==> config.mk <==
export PLATFORM = sky130hd
export DESIGN_NAME = csf_device_flat
export DESIGN_NICKNAME = d
export VERILOG_FILES = /design/src/include/csf_pkg.sv /design/src/include/csf_link_if.sv /design/src/rtl/csf_device.sv /design/src/rtl/csf_pos_limiter.sv /design/src/flat_wrapper.sv
export VERILOG_INCLUDE_DIRS = /design/src /design/src/include
export SDC_FILE = /design/constraint.sdc
export NUM_CORES = 2
export LEC_CHECK = 0
export ABC_CLOCK_PERIOD_IN_PS = 60200
export BUFFER_PORTS_ARGS = -buffer_cell sky130_fd_sc_hd__buf_4
export CORE_MARGIN = 1.5
export CORE_UTILIZATION = 69
export CTS_CLUSTER_DIAMETER = 120
export DETAILED_ROUTE_END_ITERATION = 8
export PLACE_DENSITY = 0.91
export SLEW_MARGIN = 20
export SYNTH_ARGS = -nofsm -noshare
export SYNTH_HDL_FRONTEND = slang
export SYNTH_SLANG_ARGS = --single-unit
==> constraint.sdc <==
create_clock -name mclk_in -period 60.2 [get_ports mclk_in]
set_clock_uncertainty 0.05 [all_clocks]
set_input_delay 6.02 -clock mclk_in [delete_from_list [all_inputs] [get_ports mclk_in]]
set_output_delay 6.02 -clock mclk_in [all_outputs]
set_load 0.01 [all_outputs]
==> src/include/csf_defs.svh <==
`ifndef CSF_DEFS_SVH
`define CSF_DEFS_SVH

// ----------------------------------------
// Timing.
// ----------------------------------------
`define CSF_MCLK_PERIOD_NS 50
`define CSF_TIME_BASE_NS 1000000
`define CSF_SYNC_SLACK_MS 8'h01

// ----------------------------------------
// Object indices on the link, also host write addresses.
// ----------------------------------------
`define CSF_OBJ_MODE 4'h0
`define CSF_OBJ_PERIOD 4'h1
`define CSF_OBJ_TINDEX 4'h2
`define CSF_OBJ_FE_WIN 4'h3
`define CSF_OBJ_FE_TMO 4'h4
`define CSF_OBJ_QS_DEC 4'h5
`define CSF_OBJ_QS_OPT 4'h6
`define CSF_OBJ_SW_MIN 4'h7
`define CSF_OBJ_SW_MAX 4'h8
`define CSF_OBJ_RNG_MIN 4'h9
`define CSF_OBJ_RNG_MAX 4'ha
`define CSF_OBJ_MAX_TRQ 4'hb
`define CSF_ADDR_TARGET 4'hc

// ----------------------------------------
// Host read addresses.
// ----------------------------------------
`define CSF_RD_STATUS 4'h0
`define CSF_RD_POS 4'h1
`define CSF_RD_VEL 4'h2
`define CSF_RD_FE 4'h3

// ----------------------------------------
// Mode codes, time index, status bits.
// ----------------------------------------
`define CSF_MODE_CSP 8'h08
`define CSF_MODE_CSV 8'h09
`define CSF_MODE_CST 8'h0a
`define CSF_TIME_INDEX_MS 8'hfd
`define CSF_SW_SYNC 8
`define CSF_SW_FOLLOW 12
`define CSF_SW_FERR 13
`define CSF_TRQ_FULL_SCALE 1000
`define CSF_QS_OPT_HOLD_LO 8'h05
`define CSF_QS_OPT_HOLD_HI 8'h08

// ----------------------------------------
// Reset values.
// ----------------------------------------
`define CSF_RST_PERIOD 8'h01
`define CSF_RST_FE_WIN 32'h0000_0100
`define CSF_RST_FE_TMO 16'h0064
`define CSF_RST_MAX_TRQ 16'h03e8

`endif

==> src/include/csf_pkg.sv <==
package csf_pkg;
	typedef enum logic [1:0] {QS_IDLE, QS_BRAKE, QS_HOLD, QS_OFF} csf_qs_state_type;
	typedef logic signed [31:0] csf_word_type;
endpackage : csf_pkg

==> src/include/csf_link_if.sv <==
interface csf_link_if;
	logic obj_wr;
	logic [3:0] obj_idx;
	logic [31:0] obj_data;
	logic tgt_wr;
	logic [31:0] tgt_data;
	logic [15:0] status;
	logic [31:0] pos_act;
	logic [31:0] vel_act;
	logic [31:0] fe_act;
	modport dev (input obj_wr, obj_idx, obj_data, tgt_wr, tgt_data,
		output status, pos_act, vel_act, fe_act);
	modport host (output obj_wr, obj_idx, obj_data, tgt_wr, tgt_data,
		input status, pos_act, vel_act, fe_act);
endinterface : csf_link_if

==> src/rtl/csf_device.sv <==
`include "csf_defs.svh"
module csf_device #(
	parameter int CLKS_PER_MS = `CSF_TIME_BASE_NS / `CSF_MCLK_PERIOD_NS
) (
	// Clock and reset.
	input wire logic mclk_in,
	input wire logic arst_n_in,
	// Link to the host.
	csf_link_if.dev link,
	// Control loop side.
	input wire logic signed [31:0] pos_act_in,
	input wire logic signed [31:0] vel_act_in,
	input wire logic closed_loop_in,
	input wire logic quick_stop_in,
	// Limit switch pins.
	input wire logic lim_neg_in,
	input wire logic lim_pos_in,
	// Set-point to the control loop.
	output logic signed [31:0] setpoint_out,
	output logic [7:0] sp_mode_out,
	output logic sp_valid_out,
	output logic drive_en_out
);
	localparam int CNT_W = $clog2(CLKS_PER_MS + 1);

	typedef struct packed {
		logic [1:0] lim_s1;
		logic [1:0] lim_s2;
		logic [7:0] mode;
		logic [7:0] period;
		logic [7:0] tindex;
		logic [31:0] fe_win;
		logic [15:0] fe_tmo;
		logic [31:0] qs_dec;
		logic [7:0] qs_opt;
		logic [31:0] sw_min;
		logic [31:0] sw_max;
		logic [31:0] rng_min;
		logic [31:0] rng_max;
		logic [15:0] max_trq;
		logic [31:0] target;
		logic [CNT_W-1:0] tick_cnt;
		logic [7:0] since_tgt;
		logic synced;
		logic [15:0] fe_cnt;
		logic fe_flag;
		csf_pkg::csf_qs_state_type qs_state;
		logic [31:0] qs_vel;
		logic [31:0] sp;
		logic [7:0] sp_mode;
		logic follow;
		logic [15:0] status;
		logic [31:0] pos_act;
		logic [31:0] vel_act;
		logic [31:0] fe_act;
	} csf_dev_state_type;

	csf_dev_state_type r;
	csf_dev_state_type n;
	logic signed [31:0] pos_lim;
	logic signed [31:0] fe;
	logic signed [31:0] v;
	logic signed [31:0] tc;
	logic signed [47:0] prod;
	logic ms_tick;
	logic mode_ok;
	logic lim_neg;
	logic lim_pos;

	function automatic logic [31:0] csf_abs(input logic signed [31:0] x);
		csf_abs = x[31] ? 32'(-x) : x;
	endfunction : csf_abs

	// ----------------------------------------
	// Position limits.
	// ----------------------------------------
	csf_pos_limiter u_lim (
		.target_in(r.target),
		.sw_min_in(r.sw_min),
		.sw_max_in(r.sw_max),
		.rng_min_in(r.rng_min),
		.rng_max_in(r.rng_max),
		.pos_out(pos_lim)
	);

	// ----------------------------------------
	// Next state.
	// ----------------------------------------
	always_comb begin
		n = r;
		n.lim_s1 = {lim_pos_in, lim_neg_in};
		n.lim_s2 = r.lim_s1;
		lim_neg = r.lim_s2[0];
		lim_pos = r.lim_s2[1];
		ms_tick = (r.tick_cnt == CNT_W'(CLKS_PER_MS - 1));
		n.tick_cnt = ms_tick ? '0 : CNT_W'(r.tick_cnt + 1'b1);
		if (link.obj_wr) begin
			unique case (link.obj_idx)
				`CSF_OBJ_MODE: n.mode = link.obj_data[7:0];
				`CSF_OBJ_PERIOD: n.period = link.obj_data[7:0];
				`CSF_OBJ_TINDEX: begin
					if (link.obj_data[7:0] == `CSF_TIME_INDEX_MS) begin
						n.tindex = link.obj_data[7:0];
					end
				end
				`CSF_OBJ_FE_WIN: n.fe_win = link.obj_data;
				`CSF_OBJ_FE_TMO: n.fe_tmo = link.obj_data[15:0];
				`CSF_OBJ_QS_DEC: n.qs_dec = link.obj_data;
				`CSF_OBJ_QS_OPT: n.qs_opt = link.obj_data[7:0];
				`CSF_OBJ_SW_MIN: n.sw_min = link.obj_data;
				`CSF_OBJ_SW_MAX: n.sw_max = link.obj_data;
				`CSF_OBJ_RNG_MIN: n.rng_min = link.obj_data;
				`CSF_OBJ_RNG_MAX: n.rng_max = link.obj_data;
				`CSF_OBJ_MAX_TRQ: n.max_trq = link.obj_data[15:0];
				default: n.mode = r.mode;
			endcase
		end
		if (link.tgt_wr) begin
			n.target = link.tgt_data;
			n.since_tgt = 8'h00;
		end else if (ms_tick && r.since_tgt != 8'hff) begin
			n.since_tgt = 8'(r.since_tgt + 8'h01);
		end
		n.synced = (r.period != 8'h00) && (r.tindex == `CSF_TIME_INDEX_MS)
			&& ({1'b0, r.since_tgt} <= 9'(r.period + `CSF_SYNC_SLACK_MS));
		mode_ok = (r.mode == `CSF_MODE_CSP) || (r.mode == `CSF_MODE_CSV)
			|| ((r.mode == `CSF_MODE_CST) && closed_loop_in);

		// Quick-stop reaction.
		unique case (r.qs_state)
			csf_pkg::QS_IDLE: begin
				if (quick_stop_in) begin
					n.qs_vel = vel_act_in;
					n.qs_state = (r.qs_opt == 8'h00) ? csf_pkg::QS_OFF
						: csf_pkg::QS_BRAKE;
				end
			end
			csf_pkg::QS_BRAKE: begin
				if (csf_abs(r.qs_vel) <= r.qs_dec) begin
					if (ms_tick) begin
						n.qs_vel = '0;
						n.qs_state = (r.qs_opt >= `CSF_QS_OPT_HOLD_LO
							&& r.qs_opt <= `CSF_QS_OPT_HOLD_HI)
							? csf_pkg::QS_HOLD : csf_pkg::QS_OFF;
					end
				end else if (ms_tick) begin
					n.qs_vel = r.qs_vel[31] ? 32'(r.qs_vel + r.qs_dec)
						: 32'(r.qs_vel - r.qs_dec);
				end
			end
			csf_pkg::QS_HOLD, csf_pkg::QS_OFF: begin
				if (!quick_stop_in) begin
					n.qs_state = csf_pkg::QS_IDLE;
				end
			end
		endcase
		n.follow = mode_ok && r.synced && (r.qs_state == csf_pkg::QS_IDLE);

		// Set-point selection; control word is not consulted here.
		v = r.target;
		tc = r.target;
		prod = '0;
		if (r.qs_state != csf_pkg::QS_IDLE) begin
			n.sp = r.qs_vel;
			n.sp_mode = `CSF_MODE_CSV;
		end else if (r.follow) begin
			n.sp_mode = r.mode;
			unique case (r.mode)
				`CSF_MODE_CSP: begin
					v = pos_lim;
					if ((lim_pos && v > pos_act_in) || (lim_neg && v < pos_act_in)) begin
						v = pos_act_in;
					end
				end
				`CSF_MODE_CST: begin
					if (tc > 32'sd`CSF_TRQ_FULL_SCALE) begin
						tc = 32'sd`CSF_TRQ_FULL_SCALE;
					end else if (tc < -32'sd`CSF_TRQ_FULL_SCALE) begin
						tc = -32'sd`CSF_TRQ_FULL_SCALE;
					end
					prod = 48'(tc) * 48'(signed'({1'b0, r.max_trq}));
					v = 32'(prod / 48'sd`CSF_TRQ_FULL_SCALE);
				end
				default: v = r.target;
			endcase
			if (r.mode != `CSF_MODE_CSP && ((lim_pos && v > 0) || (lim_neg && v < 0))) begin
				v = '0;
			end
			n.sp = v;
		end

		// Following error supervision.
		fe = 32'(r.sp - pos_act_in);
		if (r.follow && r.mode == `CSF_MODE_CSP) begin
			n.fe_act = fe;
			if (csf_abs(fe) > r.fe_win) begin
				if (ms_tick && r.fe_cnt != 16'hffff) begin
					n.fe_cnt = 16'(r.fe_cnt + 16'h0001);
				end
			end else begin
				n.fe_cnt = 16'h0000;
			end
		end else begin
			n.fe_cnt = 16'h0000;
			n.fe_act = '0;
		end
		n.fe_flag = (n.fe_cnt > r.fe_tmo);
		n.status = 16'h0000;
		n.status[`CSF_SW_SYNC] = r.synced;
		n.status[`CSF_SW_FOLLOW] = r.follow;
		n.status[`CSF_SW_FERR] = r.fe_flag;
		n.pos_act = pos_act_in;
		n.vel_act = vel_act_in;
	end

	// ----------------------------------------
	// State register.
	// ----------------------------------------
	always_ff @(posedge mclk_in or negedge arst_n_in) begin
		if (!arst_n_in) begin
			r <= '0;
			r.period <= `CSF_RST_PERIOD;
			r.tindex <= `CSF_TIME_INDEX_MS;
			r.fe_win <= `CSF_RST_FE_WIN;
			r.fe_tmo <= `CSF_RST_FE_TMO;
			r.max_trq <= `CSF_RST_MAX_TRQ;
			r.since_tgt <= 8'hff;
			r.qs_state <= csf_pkg::QS_IDLE;
		end else begin
			r <= n;
		end
	end

	// ----------------------------------------
	// Outputs.
	// ----------------------------------------
	assign link.status = r.status;
	assign link.pos_act = r.pos_act;
	assign link.vel_act = r.vel_act;
	assign link.fe_act = r.fe_act;
	assign setpoint_out = r.sp;
	assign sp_mode_out = r.sp_mode;
	assign sp_valid_out = r.follow;
	assign drive_en_out = (r.qs_state != csf_pkg::QS_OFF);
endmodule : csf_device

==> src/rtl/csf_pos_limiter.sv <==
module csf_pos_limiter (
	// Raw target and limits.
	input wire logic signed [31:0] target_in,
	input wire logic signed [31:0] sw_min_in,
	input wire logic signed [31:0] sw_max_in,
	input wire logic signed [31:0] rng_min_in,
	input wire logic signed [31:0] rng_max_in,
	// Limited position.
	output logic signed [31:0] pos_out
);
	logic signed [31:0] span;
	logic signed [31:0] wrapped;

	always_comb begin
		span = 32'(rng_max_in - rng_min_in + 32'sd1);
		wrapped = target_in;
		if (rng_min_in < rng_max_in) begin
			if (target_in > rng_max_in) begin
				wrapped = 32'(target_in - span);
			end else if (target_in < rng_min_in) begin
				wrapped = 32'(target_in + span);
			end
		end
		pos_out = wrapped;
		if (sw_min_in < sw_max_in) begin
			if (wrapped > sw_max_in) begin
				pos_out = sw_max_in;
			end else if (wrapped < sw_min_in) begin
				pos_out = sw_min_in;
			end
		end
	end
endmodule : csf_pos_limiter

==> src/flat_wrapper.sv <==
// flat-port wrapper written by rule: the top's interface ports become plain ports
module csf_device_flat 
#(
	parameter int CLKS_PER_MS = `CSF_TIME_BASE_NS / `CSF_MCLK_PERIOD_NS
)
  (mclk_in, arst_n_in, pos_act_in, vel_act_in, closed_loop_in, quick_stop_in, lim_neg_in, lim_pos_in, setpoint_out, sp_mode_out, sp_valid_out, drive_en_out, link_obj_wr, link_obj_idx, link_obj_data, link_tgt_wr, link_tgt_data, link_status, link_pos_act, link_vel_act, link_fe_act);
  csf_link_if link_i ();
  input wire logic mclk_in;
  input wire logic arst_n_in;
  input wire logic signed [31:0] pos_act_in;
  input wire logic signed [31:0] vel_act_in;
  input wire logic closed_loop_in;
  input wire logic quick_stop_in;
  input wire logic lim_neg_in;
  input wire logic lim_pos_in;
  output logic signed [31:0] setpoint_out;
  output logic [7:0] sp_mode_out;
  output logic sp_valid_out;
  output logic drive_en_out;
  input wire logic [$bits(link_i.obj_wr)-1:0] link_obj_wr;
  input wire logic [$bits(link_i.obj_idx)-1:0] link_obj_idx;
  input wire logic [$bits(link_i.obj_data)-1:0] link_obj_data;
  input wire logic [$bits(link_i.tgt_wr)-1:0] link_tgt_wr;
  input wire logic [$bits(link_i.tgt_data)-1:0] link_tgt_data;
  output wire logic [$bits(link_i.status)-1:0] link_status;
  output wire logic [$bits(link_i.pos_act)-1:0] link_pos_act;
  output wire logic [$bits(link_i.vel_act)-1:0] link_vel_act;
  output wire logic [$bits(link_i.fe_act)-1:0] link_fe_act;
  assign link_i.obj_wr = link_obj_wr;
  assign link_i.obj_idx = link_obj_idx;
  assign link_i.obj_data = link_obj_data;
  assign link_i.tgt_wr = link_tgt_wr;
  assign link_i.tgt_data = link_tgt_data;
  assign link_status = link_i.status;
  assign link_pos_act = link_i.pos_act;
  assign link_vel_act = link_i.vel_act;
  assign link_fe_act = link_i.fe_act;
  csf_device #(.CLKS_PER_MS(CLKS_PER_MS)) u_core (.mclk_in(mclk_in), .arst_n_in(arst_n_in), .link(link_i), .pos_act_in(pos_act_in), .vel_act_in(vel_act_in), .closed_loop_in(closed_loop_in), .quick_stop_in(quick_stop_in), .lim_neg_in(lim_neg_in), .lim_pos_in(lim_pos_in), .setpoint_out(setpoint_out), .sp_mode_out(sp_mode_out), .sp_valid_out(sp_valid_out), .drive_en_out(drive_en_out));
endmodule
==> flow_summary.ini <==
[global_routing]
grt_pass1_vias = 65975
antenna_found_initial = 14
grt_max_degree = 117
overflow = 0
grtUsageTotal_pct = 45.55
grt_pass1_wl_um = 370600

[sta]
rsz0062_at_grt = false
worst_slack_ns = 12.76
finalSetupViolCount = 0
final_hold_viol_count = 0
fin_tns_setup_ns = 0
final_max_slew_viol_count = 0
period_share_pct = 78.80
fin_crit_ns = 47.44
worst_pin_slew_ns = 1.242
max_freq_mhz = 21.08
slew_headroom_pct = 16.34

[critical_path]
critical-path-max-stage-delay_ns = 0.94
rr_startpoint = u_core.r[254]
cp.arrival_ns = 47.92
critPathLaunchType = flip-flop
critPathLaunch = u_core.r[254]
reg2reg_depth = 129
path_class = flip-flop to flip-flop
cp_slowest_cell = xnor2_1
endpoint_kind = flip-flop
cp_max_fo = 27
reg2reg_to = u_core.setpoint_out[16]
cp.required_ns = 60.68
r2r_slack_ns = 12.76
crit_path_end = u_core.setpoint_out[16]

[floorplanning]
core_area_um2 = 101900
die_y_um = 323.6
initial_core_util_pct = 69.59
num_rows = 117
die_area_um2 = 104700
boundaryPins = 294
die_x_um = 323.6

[detailed_routing]
firstDrtPassIters = 9
vias = 66753
drt-initial-drc-count = 8851
via_per_inst = 6.789
drc = 0
ant_nets = 0
wirelength_um = 240800
wl_per_cell_um = 24.49

[yosys]
synth_top_area_share_pct = 16.98
syn_area_per_cell_um2 = 8.361
synth_warnings = 0
yosysMostFrequentCell = inv_1
synthTopCellsByArea = dfrtp_1 (17%), fa_1 (14%), ha_1 (11%), inv_1 (5.1%), nand2_1 (4.5%)
netlist_instances = 8480
syn_area_um2 = 70900
synth_top_flop_cell = dfrtp_1
ys_seq_area_share_pct = 17.94
yosysTopAreaCell = dfrtp_1
synthArstFlopShare_pct = 100.0
synth_edf_count = 0
yosys_register_bits = 507
ys_types = 160
synthTopCellsByCount = inv_1 (958), nand2_1 (841), ha_1 (619), nor2_1 (524), a21oi_1 (515)

[clock_tree]
cts-root-buf = clkbuf_16
cts_buffer_depth = 3
h-tree-depth = 2
ctsResizeCount = 0
clk-insertion-delay-late_ns = 0.65
clkSlewWorstSetupHoldPaths_ns = 0.07
cts_setup_buffers = 0
cts_buffers = 49
hold_buffers = 0
cts_sinks = 507
cts_tree = built

[final_layout]
area_delta_synth_final_pct = 5.310
drive_above_1_share_pct = 10.44
fillers = 7414
fin_nets = 9670
regArea_um2 = 12730
fin_area_um2 = 74670
final_cells = 9833
multi_input_area_um2 = 52110

[placement]
dp_cells = 9738
place.gp.congestion = 1.064
place_hpwl_um = 184300
place_area_um2 = 72970
dp_slack_ns = 14.21
port_buffers = 280

[outcome]
outcome = completed

[flow_run]
drv_cap = 0

[min_path]
hp-class = flip-flop to flip-flop
## sequential cells by signal (all words and copies together), names as in the netlist
| signal | cells |
|---|---|
| u_core.r | 361 |
| u_core.link.fe_act | 32 |
| u_core.link.pos_act | 32 |
| u_core.link.vel_act | 32 |
| u_core.setpoint_out | 32 |
| u_core.sp_mode_out | 8 |
| u_core.n | 4 |
| u_core.link.status | 3 |
| u_core.lim_neg | 1 |
| u_core.lim_pos | 1 |
| u_core.sp_valid_out | 1 |
## critical path, delay by kind of cell (launching register included)
family          cells  cell delay [ns]
mux                 7             2.67
xor+xnor            7             3.72
fa+ha+maj          10             4.99
simple gates       30             8.49
compound gates     68            25.77
flops               1             0.78
buf+inv             7             0.75
## cells in the final DEF, fill, tap and decap left out, types with 102 or more instances in the layout
master,count
a21o_1,132
a21oi_1,512
and2_1,263
buf_4,376
dfrtp_1,475
fa_1,490
ha_1,619
inv_1,958
mux2_2,134
nand2_1,841
nand3_1,128
nand4_1,124
nor2_1,509
nor2b_1,105
nor3_1,133
o21ai_0,422
o21bai_1,118
xnor2_1,317
xor2_1,102
## worst min-delay path by stage
stage	startpoint	endpoint	cells past startpoint
final	u_core.n[517]	u_core.lim_pos	0
after CTS	u_core.n[517]	u_core.lim_pos	0
after detailed placement	u_core.n[517]	u_core.lim_pos	0
after floorplan	u_core.n[516]	u_core.lim_neg	0
after global routing	u_core.n[109]	u_core.link.status[13]	0
after global placement	u_core.n[517]	u_core.lim_pos	0
## final cells by class
type	count	area share (%)
diodes	4	0.01341
inverters	966	4.856
multi-input cells	6520	69.79
repair buffers	377	3.801
clock inverters	27	0.4072
clock buffers	64	1.798
flip-flops and latches	507	17.05
well taps	1368	2.292
## kinds of logic after synthesis
family                     after synthesis  share of synthesized area, %
and+or+nand+nor                       2585                         18.19
muxes                                  244                         3.838
AOI/OAI and AO/OA                     2120                         20.60
buffers and inverters                 1465                         8.901
other                                    1                      0.005289
xor gates and xnor gates               436                         5.582
DFF                                    507                         17.94
adders and majority gates             1122                         24.94
## stage by stage
stage / hold slack, ns / utilization (%)
final: 0.3024 / 73.28
after global routing: 0.3127 / 73.27
after CTS: 0.3030 / 73.23
after detailed placement: 0.2879 / 71.62
after global placement: 0.2839 / 71.60
after floorplan: 0.2812 / -
## per-layer routing
| metal | vias up | part of all wire, % | GRT usage (%) |
|---|---|---|---|
| li1 | 29085 | - | - |
| met1 | 31766 | 35 | 54.23 |
| met2 | 4615 | 44 | 71.52 |
| met3 | 1281 | 12 | 11.68 |
| met4 | 6 | 8.7 | 33.28 |
| met5 | - | 0.018 | 0 |
Power is not shown: default switching activity piles up to over one toggle a cycle in this logic, so the estimate is an artifact.
